<file path="src/rtl/usb_dev_pkg.sv">
// Package: register map, field positions, timing and carrier types of the USB device-state block
// How it works
// - End of a bus reset sets the unmaskable bus-reset-done flag and raises interrupt.
// - On bus-reset-done, mask and every endpoint control/status register return to reset.
// - Bus inactivity sets suspend flag, interrupts only when masked in; clear register clears.
// - Resume is caught while suspended even with transceiver off; DP pull-up stays on.
// - Detected resume sets the wakeup flag, interrupting only when its mask bit is set.
// - Remote wakeup is allowed only after 5 ms spent in suspend.
// - K state starts within 10 ms of starting to draw wake current.
// - Remote-wakeup K state is held between 1 and 15 ms.
// - K state is made by dropping the DP pull-up and enabling a DM pull-up.
// - Endpoint control/status registers sit every 4 bytes from 0x030, one per endpoint.
// - Endpoint FIFO data registers sit every 4 bytes from 0x050, one per endpoint.
// - While suspended the transceiver-off bit can turn the transceiver off.
// - The 7-bit function address is zero after reset.
// - Function endpoints accept and transfer data only while function enable is set.
`default_nettype none
package usb_dev_pkg;
	localparam int ADDR_W = 8;
	localparam int DATA_W = 32;
	localparam int EP_COUNT = 6;
	// Register offsets
	localparam logic [7:0] FRAME_NUMBER_OFS = 8'h00;
	localparam logic [7:0] DEVICE_STATE_OFS = 8'h04;
	localparam logic [7:0] FUNCTION_ADDRESS_OFS = 8'h08;
	localparam logic [7:0] IRQ_ENABLE_OFS = 8'h10;
	localparam logic [7:0] IRQ_DISABLE_OFS = 8'h14;
	localparam logic [7:0] IRQ_MASK_OFS = 8'h18;
	localparam logic [7:0] IRQ_STATUS_OFS = 8'h1C;
	localparam logic [7:0] IRQ_CLEAR_OFS = 8'h20;
	localparam logic [7:0] ENDPOINT_RESET_OFS = 8'h28;
	localparam logic [7:0] EP_CSR_BASE = 8'h30;
	localparam logic [7:0] EP_FIFO_BASE = 8'h50;
	localparam logic [7:0] TRANSCEIVER_CONTROL_OFS = 8'h74;
	localparam logic [7:0] WAKE_CONTROL_OFS = 8'h80;
	localparam logic [7:0] PAD_CONTROL_OFS = 8'h84;
	// Reset values
	localparam logic [31:0] DEVICE_STATE_RESET = 32'h00000000;
	localparam logic [31:0] FUNCTION_ADDRESS_RESET = 32'h00000100;
	localparam logic [31:0] IRQ_MASK_RESET = 32'h00001200;
	localparam logic [31:0] TRANSCEIVER_CONTROL_RESET = 32'h00000100;
	localparam logic [31:0] EP_CSR_RESET = 32'h00000000;
	// Field positions
	localparam int ADDRESS_STATE_ENABLE_BIT = 0;
	localparam int CONFG_BIT = 1;
	localparam int FEN_BIT = 8;
	localparam int ADDRESS_VALUE_FIELD_W = 7;
	localparam int TXOFF_BIT = 8;
	localparam int FRM_ERR_BIT = 16;
	localparam int FRM_OK_BIT = 17;
	localparam int IRQ_SUSPEND_BIT = 8;
	localparam int IRQ_RESUME_BIT = 9;
	localparam int IRQ_SOF_BIT = 11;
	localparam int IRQ_BUSRESET_BIT = 12;
	localparam int IRQ_WAKEUP_BIT = 13;
	localparam logic [31:0] IRQ_VALID_MASK = 32'h00002B3F;
	localparam int WAKE_REQ_BIT = 0;
	localparam int WAKE_SUSP_BIT = 1;
	localparam int WAKE_KDRIVE_BIT = 2;
	localparam int WAKE_READY_BIT = 3;
	localparam int PULLUP_EN_BIT = 0;
	// Timing
	localparam int CLK_HZ = 100000000;
	localparam int CYC_PER_US = CLK_HZ / 1000000;
	localparam int SUSPEND_IDLE_US = 3000;
	localparam int WAKE_WAIT_US = 5000;
	localparam int K_HOLD_US = 5000;
	localparam int SUSPEND_IDLE_CYC = SUSPEND_IDLE_US * CYC_PER_US;
	localparam int WAKE_WAIT_CYC = WAKE_WAIT_US * CYC_PER_US;
	localparam int K_HOLD_CYC = K_HOLD_US * CYC_PER_US;
	localparam int TIMER_W = 21;
	// Carriers
	typedef struct packed {
		logic wr;
		logic rd;
		logic [ADDR_W-1:0] addr;
		logic [DATA_W-1:0] wdata;
	} busReq_type;
	typedef struct packed {
		logic valid;
		logic ok;
		logic [10:0] frame;
	} sof_type;
	typedef enum logic [1:0] {AWAKE, ASLEEP, KDRIVE} wakeState_type;
endpackage
`default_nettype wire

</file>
<file path="src/rtl/ep_csr_store.sv">
// Endpoint control/status word store with a registered read port
`default_nettype none
module ep_csr_store (
	// Clock and enable
	input wire logic clk,
	input wire logic ce,
	// Write port
	input wire logic wrEn,
	input wire logic [2:0] wrIdx,
	input wire logic [31:0] wrData,
	// Read port with side data for words held elsewhere
	input wire logic rdEn,
	input wire logic [2:0] rdIdx,
	input wire logic altSel,
	input wire logic [31:0] altData,
	output logic [31:0] rdData
);
	logic [31:0] words [0:usb_dev_pkg::EP_COUNT-1];

	// Array write
	always_ff @(posedge clk) begin
		if (ce && wrEn) begin
			words[wrIdx] <= wrData;
		end
	end

	// Read register: array word or side data
	always_ff @(posedge clk) begin
		if (ce && rdEn) begin
			rdData <= altSel ? altData : words[rdIdx];
		end
	end
endmodule
`default_nettype wire

</file>
<file path="src/rtl/usb_device_state_control.sv">
// Device-state control and register map of a full-speed USB device port
//
// The plain strobed port was decided locally.
`default_nettype none
module usb_device_state_control #(
	parameter int IDLE_CYCLES = usb_dev_pkg::SUSPEND_IDLE_CYC,
	parameter int WAKE_WAIT_CYCLES = usb_dev_pkg::WAKE_WAIT_CYC,
	parameter int K_HOLD_CYCLES = usb_dev_pkg::K_HOLD_CYC
) (
	// Clock, reset, enable
	input wire logic clk,
	input wire logic rst,
	input wire logic ce,
	// Register port
	input wire usb_dev_pkg::busReq_type busReq,
	output logic [31:0] rdData,
	// Link side events
	input wire logic busResetLine,
	input wire logic busActivity,
	input wire logic resumeLine,
	input wire usb_dev_pkg::sof_type sofInfo,
	input wire logic [usb_dev_pkg::EP_COUNT-1:0] epEvent,
	// Pad and status outputs
	output logic irq_ff,
	output logic dpPullup_ff,
	output logic dmPullup_ff,
	output logic wakeCurrent_ff,
	output logic transceiverOff_ff,
	output logic functionEnable_ff,
	output logic [6:0] deviceAddress_ff,
	output logic suspended_ff,
	output logic [usb_dev_pkg::EP_COUNT-1:0] epReset_ff
);
	localparam logic [usb_dev_pkg::TIMER_W-1:0] IDLE_LAST = usb_dev_pkg::TIMER_W'(IDLE_CYCLES - 1);
	localparam logic [usb_dev_pkg::TIMER_W-1:0] WAKE_LAST = usb_dev_pkg::TIMER_W'(WAKE_WAIT_CYCLES - 1);
	localparam logic [usb_dev_pkg::TIMER_W-1:0] K_LAST = usb_dev_pkg::TIMER_W'(K_HOLD_CYCLES - 1);

	// Endpoint slot of an address inside a block of per-endpoint words
	function automatic logic inBlock(input logic [7:0] addr, input logic [7:0] base);
		logic [7:0] diff;
		diff = addr - base;
		inBlock = (addr >= base) && (diff[1:0] == 2'h0) && (diff[7:2] < 6'(usb_dev_pkg::EP_COUNT));
	endfunction

	function automatic logic [2:0] slotOf(input logic [7:0] addr, input logic [7:0] base);
		logic [7:0] diff;
		diff = addr - base;
		slotOf = diff[4:2];
	endfunction

	logic [31:0] deviceState_ff;
	logic [31:0] funcAddr_ff;
	logic [31:0] irqMask_ff;
	logic [31:0] irqStatus_ff;
	logic [31:0] nxt_irqStatus;
	logic [31:0] txControl_ff;
	logic [31:0] frameNumber_ff;
	logic [usb_dev_pkg::EP_COUNT-1:0] epValid_ff;
	logic padControl_ff;
	logic busResetLast_ff;
	logic resumeMeta_ff;
	logic resumeSync_ff;
	logic resumeLast_ff;
	logic [usb_dev_pkg::TIMER_W-1:0] idleCount_ff;
	logic [usb_dev_pkg::TIMER_W-1:0] wakeTimer_ff;
	logic wakeReady_ff;
	usb_dev_pkg::wakeState_type wakeState_ff;
	logic busResetDone;
	logic suspendEvent;
	logic resumeEvent;
	logic wakeRequest;
	logic csrWrite;
	logic csrRead;
	logic [31:0] sideData;
	logic [31:0] irqPending;

	// Decoded events
	assign busResetDone = busResetLast_ff && !busResetLine;
	assign suspendEvent = !suspended_ff && !busActivity && !busResetLine && (idleCount_ff == IDLE_LAST);
	assign resumeEvent = suspended_ff && resumeSync_ff && !resumeLast_ff;
	assign wakeRequest = busReq.wr && (busReq.addr == usb_dev_pkg::WAKE_CONTROL_OFS)
		&& busReq.wdata[usb_dev_pkg::WAKE_REQ_BIT];
	assign csrWrite = busReq.wr && inBlock(busReq.addr, usb_dev_pkg::EP_CSR_BASE);
	assign csrRead = inBlock(busReq.addr, usb_dev_pkg::EP_CSR_BASE) && epValid_ff[slotOf(busReq.addr,
		usb_dev_pkg::EP_CSR_BASE)];
	assign irqPending = irqStatus_ff & (irqMask_ff | (32'h1 << usb_dev_pkg::IRQ_BUSRESET_BIT));

	// Bus reset edge and resume synchroniser
	always_ff @(posedge clk or posedge rst) begin
		if (rst) begin
			busResetLast_ff <= 1'b0;
			resumeMeta_ff <= 1'b0;
			resumeSync_ff <= 1'b0;
			resumeLast_ff <= 1'b0;
		end else if (ce) begin
			busResetLast_ff <= busResetLine;
			resumeMeta_ff <= resumeLine;
			resumeSync_ff <= resumeMeta_ff;
			resumeLast_ff <= resumeSync_ff;
		end
	end

	// Idle timer and suspended state
	always_ff @(posedge clk or posedge rst) begin
		if (rst) begin
			idleCount_ff <= '0;
			suspended_ff <= 1'b0;
		end else if (ce) begin
			if (busActivity || busResetLine || suspended_ff) begin
				idleCount_ff <= '0;
			end else if (!suspendEvent) begin
				idleCount_ff <= idleCount_ff + 1'b1;
			end
			if (suspendEvent) begin
				suspended_ff <= 1'b1;
			end else if (busActivity || busResetLine || resumeEvent || wakeState_ff == usb_dev_pkg::KDRIVE) begin
				suspended_ff <= 1'b0;
			end
		end
	end

	// Remote wakeup sequencer: wait in suspend, then drive K
	always_ff @(posedge clk or posedge rst) begin
		if (rst) begin
			wakeState_ff <= usb_dev_pkg::AWAKE;
			wakeTimer_ff <= '0;
			wakeReady_ff <= 1'b0;
		end else if (ce) begin
			unique case (wakeState_ff)
				usb_dev_pkg::AWAKE: begin
					wakeTimer_ff <= '0;
					wakeReady_ff <= 1'b0;
					if (suspendEvent) begin
						wakeState_ff <= usb_dev_pkg::ASLEEP;
					end
				end
				usb_dev_pkg::ASLEEP: begin
					if (!suspended_ff) begin
						wakeState_ff <= usb_dev_pkg::AWAKE;
					end else if (wakeRequest && wakeReady_ff) begin
						wakeState_ff <= usb_dev_pkg::KDRIVE;
						wakeTimer_ff <= '0;
					end else if (wakeTimer_ff == WAKE_LAST) begin
						wakeReady_ff <= 1'b1;
					end else begin
						wakeTimer_ff <= wakeTimer_ff + 1'b1;
					end
				end
				usb_dev_pkg::KDRIVE: begin
					wakeReady_ff <= 1'b0;
					if (wakeTimer_ff == K_LAST) begin
						wakeState_ff <= usb_dev_pkg::AWAKE;
					end else begin
						wakeTimer_ff <= wakeTimer_ff + 1'b1;
					end
				end
				default: begin
					wakeState_ff <= usb_dev_pkg::AWAKE;
				end
			endcase
		end
	end

	// Pads: DP pull-up when pad control enables it and K is not driven, DM pull-up only during K
	always_ff @(posedge clk or posedge rst) begin
		if (rst) begin
			dpPullup_ff <= 1'b0;
			dmPullup_ff <= 1'b0;
			wakeCurrent_ff <= 1'b0;
		end else if (ce) begin
			dpPullup_ff <= padControl_ff && !(wakeState_ff == usb_dev_pkg::KDRIVE);
			dmPullup_ff <= wakeState_ff == usb_dev_pkg::KDRIVE;
			wakeCurrent_ff <= wakeState_ff == usb_dev_pkg::KDRIVE;
		end
	end

	// Device state, function address and their bus-reset return
	always_ff @(posedge clk or posedge rst) begin
		if (rst) begin
			deviceState_ff <= usb_dev_pkg::DEVICE_STATE_RESET;
			funcAddr_ff <= usb_dev_pkg::FUNCTION_ADDRESS_RESET;
		end else if (ce) begin
			if (busResetDone) begin
				deviceState_ff <= usb_dev_pkg::DEVICE_STATE_RESET;
				funcAddr_ff <= usb_dev_pkg::FUNCTION_ADDRESS_RESET;
			end else if (busReq.wr) begin
				if (busReq.addr == usb_dev_pkg::DEVICE_STATE_OFS) begin
					if (busReq.wdata[usb_dev_pkg::ADDRESS_STATE_ENABLE_BIT]) begin
						deviceState_ff[usb_dev_pkg::ADDRESS_STATE_ENABLE_BIT] <= 1'b1;
					end
					deviceState_ff[usb_dev_pkg::CONFG_BIT] <= busReq.wdata[usb_dev_pkg::CONFG_BIT];
				end
				if (busReq.addr == usb_dev_pkg::FUNCTION_ADDRESS_OFS) begin
					funcAddr_ff <= busReq.wdata & 32'h0000017F;
				end
			end
		end
	end

	// Mask register: enable sets, disable clears, bus reset restores
	always_ff @(posedge clk or posedge rst) begin
		if (rst) begin
			irqMask_ff <= usb_dev_pkg::IRQ_MASK_RESET;
		end else if (ce) begin
			if (busResetDone) begin
				irqMask_ff <= usb_dev_pkg::IRQ_MASK_RESET;
			end else if (busReq.wr && busReq.addr == usb_dev_pkg::IRQ_ENABLE_OFS) begin
				irqMask_ff <= irqMask_ff | (busReq.wdata & usb_dev_pkg::IRQ_VALID_MASK);
			end else if (busReq.wr && busReq.addr == usb_dev_pkg::IRQ_DISABLE_OFS) begin
				irqMask_ff <= irqMask_ff & ~busReq.wdata;
			end
		end
	end

	// Status flags: clear register clears event flags, a same-cycle event wins; endpoint bits follow epEvent, bits 5:1 only with function enable
	always_comb begin
		nxt_irqStatus = irqStatus_ff;
		if (busReq.wr && busReq.addr == usb_dev_pkg::IRQ_CLEAR_OFS) begin
			nxt_irqStatus = nxt_irqStatus & ~(busReq.wdata & 32'h00003B00);
		end
		nxt_irqStatus[5:0] = epEvent & {{5{functionEnable_ff}}, 1'b1};
		if (busResetDone) begin
			nxt_irqStatus[usb_dev_pkg::IRQ_BUSRESET_BIT] = 1'b1;
		end
		if (suspendEvent) begin
			nxt_irqStatus[usb_dev_pkg::IRQ_SUSPEND_BIT] = 1'b1;
		end
		if (resumeEvent) begin
			nxt_irqStatus[usb_dev_pkg::IRQ_WAKEUP_BIT] = 1'b1;
			nxt_irqStatus[usb_dev_pkg::IRQ_RESUME_BIT] = 1'b1;
		end
		if (sofInfo.valid) begin
			nxt_irqStatus[usb_dev_pkg::IRQ_SOF_BIT] = 1'b1;
		end
	end

	always_ff @(posedge clk or posedge rst) begin
		if (rst) begin
			irqStatus_ff <= 32'h00000000;
			irq_ff <= 1'b0;
		end else if (ce) begin
			irqStatus_ff <= nxt_irqStatus;
			irq_ff <= |irqPending;
		end
	end

	// Frame number capture at each start of frame
	always_ff @(posedge clk or posedge rst) begin
		if (rst) begin
			frameNumber_ff <= 32'h00000000;
		end else if (ce && sofInfo.valid) begin
			frameNumber_ff <= {14'h0000, sofInfo.ok, !sofInfo.ok, 5'h00, sofInfo.frame};
		end
	end

	// Transceiver, pad control, endpoint reset lines and outputs of address state
	always_ff @(posedge clk or posedge rst) begin
		if (rst) begin
			txControl_ff <= usb_dev_pkg::TRANSCEIVER_CONTROL_RESET;
			padControl_ff <= 1'b0;
			epReset_ff <= '0;
			transceiverOff_ff <= 1'b1;
			functionEnable_ff <= 1'b0;
			deviceAddress_ff <= 7'h00;
		end else if (ce) begin
			if (busReq.wr && busReq.addr == usb_dev_pkg::TRANSCEIVER_CONTROL_OFS) begin
				txControl_ff <= busReq.wdata & (32'h1 << usb_dev_pkg::TXOFF_BIT);
			end
			if (busReq.wr && busReq.addr == usb_dev_pkg::PAD_CONTROL_OFS) begin
				padControl_ff <= busReq.wdata[usb_dev_pkg::PULLUP_EN_BIT];
			end
			if (busReq.wr && busReq.addr == usb_dev_pkg::ENDPOINT_RESET_OFS) begin
				epReset_ff <= busReq.wdata[usb_dev_pkg::EP_COUNT-1:0];
			end
			transceiverOff_ff <= txControl_ff[usb_dev_pkg::TXOFF_BIT];
			functionEnable_ff <= funcAddr_ff[usb_dev_pkg::FEN_BIT];
			deviceAddress_ff <= funcAddr_ff[usb_dev_pkg::ADDRESS_VALUE_FIELD_W-1:0];
		end
	end

	// Endpoint words become reset until software writes them again
	always_ff @(posedge clk or posedge rst) begin
		if (rst) begin
			epValid_ff <= '0;
		end else if (ce) begin
			if (busResetDone) begin
				epValid_ff <= '0;
			end else if (csrWrite) begin
				epValid_ff[slotOf(busReq.addr, usb_dev_pkg::EP_CSR_BASE)] <= 1'b1;
			end
		end
	end

	// Read data for every word not held in the endpoint store
	always_comb begin
		sideData = 32'h00000000;
		unique case (busReq.addr)
			usb_dev_pkg::FRAME_NUMBER_OFS: sideData = frameNumber_ff;
			usb_dev_pkg::DEVICE_STATE_OFS: sideData = deviceState_ff;
			usb_dev_pkg::FUNCTION_ADDRESS_OFS: sideData = funcAddr_ff;
			usb_dev_pkg::IRQ_MASK_OFS: sideData = irqMask_ff;
			usb_dev_pkg::IRQ_STATUS_OFS: sideData = irqStatus_ff;
			usb_dev_pkg::ENDPOINT_RESET_OFS: sideData = {26'h0000000, epReset_ff};
			usb_dev_pkg::TRANSCEIVER_CONTROL_OFS: sideData = txControl_ff;
			usb_dev_pkg::PAD_CONTROL_OFS: sideData = {31'h00000000, padControl_ff};
			usb_dev_pkg::WAKE_CONTROL_OFS: begin
				sideData[usb_dev_pkg::WAKE_SUSP_BIT] = suspended_ff;
				sideData[usb_dev_pkg::WAKE_KDRIVE_BIT] = wakeState_ff == usb_dev_pkg::KDRIVE;
				sideData[usb_dev_pkg::WAKE_READY_BIT] = wakeReady_ff;
			end
			default: sideData = 32'h00000000; // FIFO data words and holes read zero
		endcase
		if (inBlock(busReq.addr, usb_dev_pkg::EP_FIFO_BASE)) begin
			sideData = 32'h00000000;
		end
	end

	// Endpoint control/status words live in their own store
	ep_csr_store csrStore (
		.clk(clk),
		.ce(ce),
		.wrEn(csrWrite),
		.wrIdx(slotOf(busReq.addr, usb_dev_pkg::EP_CSR_BASE)),
		.wrData(busReq.wdata),
		.rdEn(busReq.rd),
		.rdIdx(slotOf(busReq.addr, usb_dev_pkg::EP_CSR_BASE)),
		.altSel(!csrRead),
		.altData(inBlock(busReq.addr, usb_dev_pkg::EP_CSR_BASE) ? usb_dev_pkg::EP_CSR_RESET : sideData),
		.rdData(rdData)
	);

	// Checks
	busreset_flag_a: assert property (@(posedge clk) disable iff (rst)
		ce && busResetDone |=> irqStatus_ff[usb_dev_pkg::IRQ_BUSRESET_BIT] ##1 !ce || irq_ff)
		else $error("bus reset done did not raise flag and interrupt");
	mask_restore_a: assert property (@(posedge clk) disable iff (rst)
		ce && busResetDone |=> irqMask_ff == usb_dev_pkg::IRQ_MASK_RESET && epValid_ff == '0)
		else $error("mask or endpoint words not restored on bus reset");
	suspend_flag_a: assert property (@(posedge clk) disable iff (rst)
		ce && $rose(irqStatus_ff[usb_dev_pkg::IRQ_SUSPEND_BIT]) |-> $rose(suspended_ff))
		else $error("suspend flag set without entering suspend");
	suspend_gate_a: assert property (@(posedge clk) disable iff (rst)
		ce && irqStatus_ff[usb_dev_pkg::IRQ_SUSPEND_BIT] && !irqMask_ff[usb_dev_pkg::IRQ_SUSPEND_BIT]
		&& irqPending == 32'h00000000 |=> !ce || !irq_ff)
		else $error("masked suspend flag raised interrupt");
	wakeup_sync_a: assert property (@(posedge clk) disable iff (rst)
		$rose(irqStatus_ff[usb_dev_pkg::IRQ_WAKEUP_BIT]) |-> $past(resumeSync_ff) && $past(suspended_ff))
		else $error("wakeup flag not from synchronised resume");
	kstate_pads_a: assert property (@(posedge clk) disable iff (rst)
		dmPullup_ff |-> !dpPullup_ff && wakeCurrent_ff)
		else $error("K state with DP pull-up still on");
	wake_early_a: assert property (@(posedge clk) disable iff (rst)
		$rose(wakeState_ff == usb_dev_pkg::KDRIVE) |-> $past(wakeReady_ff))
		else $error("remote wakeup before suspend wait");
	khold_len_a: assert property (@(posedge clk) disable iff (rst)
		ce && wakeState_ff == usb_dev_pkg::KDRIVE && wakeTimer_ff == K_LAST |=> wakeState_ff != usb_dev_pkg::KDRIVE)
		else $error("K state hold length wrong");
	idle_suspend_a: assert property (@(posedge clk) disable iff (rst)
		$rose(suspended_ff) |-> $past(idleCount_ff) == IDLE_LAST)
		else $error("suspend declared before idle time");
	fen_gate_a: assert property (@(posedge clk) disable iff (rst)
		ce && !functionEnable_ff && !(busReq.wr && busReq.addr == usb_dev_pkg::IRQ_CLEAR_OFS)
		|=> irqStatus_ff[5:1] == 5'h00)
		else $error("function endpoint event while disabled");
	addr_zero_a: assert property (@(posedge clk) disable iff (rst)
		ce && busResetDone |=> funcAddr_ff[usb_dev_pkg::ADDRESS_VALUE_FIELD_W-1:0] == 7'h00)
		else $error("function address not zero after bus reset");
endmodule
`default_nettype wire

</file>
<file path="config.mk">
export PLATFORM = sky130hd
export DESIGN_NAME = usb_device_state_control
export DESIGN_NICKNAME = d
export VERILOG_FILES = /design/src/rtl/usb_dev_pkg.sv /design/src/rtl/ep_csr_store.sv /design/src/rtl/usb_device_state_control.sv
export SDC_FILE = /design/constraint.sdc
export NUM_CORES = 1
export LEC_CHECK = 0
export ABC_AREA = 0
export BUFFER_PORTS_ARGS = -buffer_cell sky130_fd_sc_hd__buf_4
export CAP_MARGIN = 25
export CORE_UTILIZATION = 45
export DETAILED_ROUTE_END_ITERATION = 10
export HOLD_SLACK_MARGIN = 0.03
export PLACE_DENSITY = 0.67
export SLEW_MARGIN = 15
export SYNTH_ARGS = -nofsm -noshare
export SYNTH_HDL_FRONTEND = slang
export SYNTH_SLANG_ARGS = --single-unit
export TNS_END_PERCENT = 5
</file>
<file path="constraint.sdc">
create_clock -name clk -period 9.3 [get_ports clk]
set_input_delay 1.86 -clock clk [delete_from_list [all_inputs] [get_ports clk]]
set_output_delay 1.86 -clock clk [all_outputs]
set_load 0.1 [all_outputs]
</file>
==> impl_metrics.tcl <==
set metrics [dict create \
    status "completed" \
    drive_gt1_share_pct 23.7 \
    cts.path.max_buffers 3 \
    synthTopCellsByArea "edfxtp_1 (43%), dfrtp_1 (22%), mux4_2 (4.7%)" \
    start_util_pct 45.7 \
    final_max_slew_viol_count 0 \
    cts.repair.resized 0 \
    cp_max_fo 74 \
    holdPathEnd "irqMask_ff[12]$_DFFE_PP1P_" \
    crit_type "input pin to flop" \
    wl_per_cell_microns 21.2 \
    cts_root_buf "clkbuf_16" \
    dp_hpwl_microns 23200 \
    p_leak_nw 6.97 \
    postCtsHoldBufs 0 \
    dieArea_sq_mm 0.0359 \
    die_x_microns 189 \
    grt_usage_pct 20.7 \
    htree_levels 2 \
    syn_avg_cell_area_sq_um 14.2 \
    port_buffers 118 \
    numCtsBuffers 39 \
    synthCells 1115 \
    finalHoldViolations 0 \
    ys_ff_latch 366 \
    cp_data_arrival_time_ns 5.00 \
    cts_tree "yes" \
    min_path_cells 2 \
    antenna_found_initial 0 \
    drt_iter0_drc 680 \
    power.total_mw 3.54 \
    path_clk_slew_ns 0.06 \
    post-place-ws_ns 3.94 \
    reg2reg_depth 7 \
    r2r_end "wakeTimer_ff[17]$_DFFE_PP0P_" \
    worstMarginPinSlew_ns 0.973 \
    synth_edf_count 224 \
    syn_area_sq_mm 0.0158 \
    yosys_warnings 0 \
    die_h_microns 189 \
    peakVddDrop_uv 134 \
    syn_to_final_growth_pct 16.7 \
    grt_max_degree 77 \
    finalClockSkew_ns 0.0209 \
    synth_top_area_share_pct 42.6 \
    power_density_mw_per_mm2 192 \
    setup_tns_ns 0 \
    startpoint_type "input pin" \
    ys_async_sr_fraction_pct 38.8 \
    drv_cap 0 \
    ys.flop_type "edfxtp_1" \
    post-route-period-util_pct 51.9 \
    via_per_inst 5.79 \
    postRouteAntennaNets 0 \
    n_antenna_cell 0 \
    syn_nets 1192 \
    final.min_clock_period_ns 4.83 \
    ys_seq_area_share_pct 65.1 \
    grt_overflow 0 \
    coreArea_sq_mm 0.0345 \
    postCtsSetupBuffers 0 \
    synthDistinctLibCells 79 \
    cp.required_ns 9.47 \
    final_nets 1307 \
    first_pass_iters 5 \
    ios 119 \
    r2r_slack_ns 6.69 \
    slew_headroom_pct 35.1 \
    rsz0062_at_grt "no" \
    clock_sinks 366 \
    routed_wl_microns 36400 \
    hold_class "flop to flop" \
    fmax_mhz 207 \
    setup.worst_path.end_class "flop" \
    remaining_drc_errors 0 \
    route.vias.total 9937 \
    worst_slack_ns 4.47 \
    final_util_pct 53.4 \
    yosysTopAreaCell "edfxtp_1" \
    clock_latency_ns 0.54 \
    std_cell_rows 68 \
    place_congestion 0.809 \
    grt_pass1_vias 9901 \
    hp-start "irqMask_ff[12]$_DFFE_PP1P_" \
    setup_violations 0 \
    grt_first_pass_wirelength_microns 57400 \
    r2r_start "wakeState_ff[0]$_DFFE_PP0P_" \
]
## synth_stat cells, drive strengths merged, types with 8 or more instances
cell type and instances:
o31ai 8, a22o 23, o22ai 16, nand4 15
dfrtp 137, edfxtp 224, xor2 9, clkbuf 23
inv 20, nor4 8, o2bb2ai 19, a21oi 61
mux4 33, nor3 20, nand2 43, mux2i 36
ha 10, xnor2 12, or3 20, o21a 26
a22oi 12, and3 9, o21ai 36, nor2 92
buf 35, nand3 32, mux2 41
## per-layer routing
metal	global-route usage, %	up-vias	routed length, microns
met5	0	-	0
met3	3.23	50	1820
li1	-	4546	-
met2	33.8	290	17700
met1	28.7	5051	16200
met4	5.61	0	687
## logic make-up (layout without fill, tap and decap cells)
group,Yosys count,count (layout),share of synthesized area (%)
flops,366,366,65.1
buf+inv,78,224,2.42
simple gates,288,288,9.86
xor+xnor,21,21,1.16
mux,110,110,10.1
fa+ha+maj,10,10,0.792
compound gates,242,242,10.6
## flip-flops by register name (all words and copies together) (netlist names), 2 cells and up
signal	cells
irqStatus_ff	11
idleCount_ff	21
deviceAddress_ff	7
irqMask_ff	32
epValid_ff	6
epReset_ff	6
funcAddr_ff	8
csrStore.rdData	32
csrStore.words	192
wakeTimer_ff	21
frameNumber_ff	13
deviceState_ff	2
wakeState_ff	2
## final cells by class
type	instances	area, sq um
clock buffers	58	1110
clock inverters	14	160
fillers	2872	16100
inverters	20	80.1
multi-input cells	671	5180
flip-flops and latches	366	10300
well taps	455	569
repair buffers	132	1050
## how the worst max path moves through the flow
stage	endpoint	slack [ns]	from
2_1_floorplan	csrStore.words[5][0]$_DFFE_PP_	2.63	busReq[36]
3_3_place_gp	csrStore.words[1][23]$_DFFE_PP_	3.72	busReq[36]
3_5_place_dp	csrStore.words[1][16]$_DFFE_PP_	3.94	busReq[36]
4_1_cts	csrStore.words[0][16]$_DFFE_PP_	4.49	busReq[36]
5_1_grt	csrStore.words[0][16]$_DFFE_PP_	4.28	busReq[36]
6_report	csrStore.words[0][14]$_DFFE_PP_	4.47	busReq[36]
## critical path, stage by stage
cell      delay, ns
buf_4          0.58
inv_1          0.21
ha_1           0.33
a21oi_1        0.24
nand4b_1       0.14
o22a_2         0.31
or3_1          0.60
nor3_2         0.18
buf_4          0.48
## where the power goes
part | internal (mW) | total (mW) | switching [mW]
Sequential | 1.75 | 1.77 | 0.0190
Combinational | 0.0813 | 0.245 | 0.164
Clock | 0.890 | 1.52 | 0.632
## placed cells by master (no fill, tap or decap), types with 7 or more instances in the layout
master / count
mux4_2: 33
nor2_1: 86
o21a_1: 26
a22oi_1: 12
o2bb2ai_1: 19
nor3_1: 16
dfrtp_1: 137
edfxtp_1: 224
nand4_1: 15
a21o_1: 7
clkinv_2: 9
mux2i_1: 36
inv_1: 19
nand2_1: 43
nand3_1: 31
mux2_2: 35
and3_1: 9
a22o_1: 23
ha_1: 10
or3_1: 20
buf_4: 128
xnor2_1: 12
xor2_1: 9
o22ai_1: 16
clkbuf_16: 40
clkbuf_1: 14
a21oi_1: 60
o21ai_0: 31
## through the flow
step / cells / hold WS [ns] / cell area, sq um
after floorplan: 1115 / 0.439 / 15800
final: 1716 / 0.461 / 18400
after global routing: 1716 / 0.482 / 18400
after global placement: 1639 / 0.447 / 17100
after CTS: 1715 / 0.461 / 18400
after detailed placement: 1643 / 0.451 / 17200
Power figures use the tool's default switching activity.
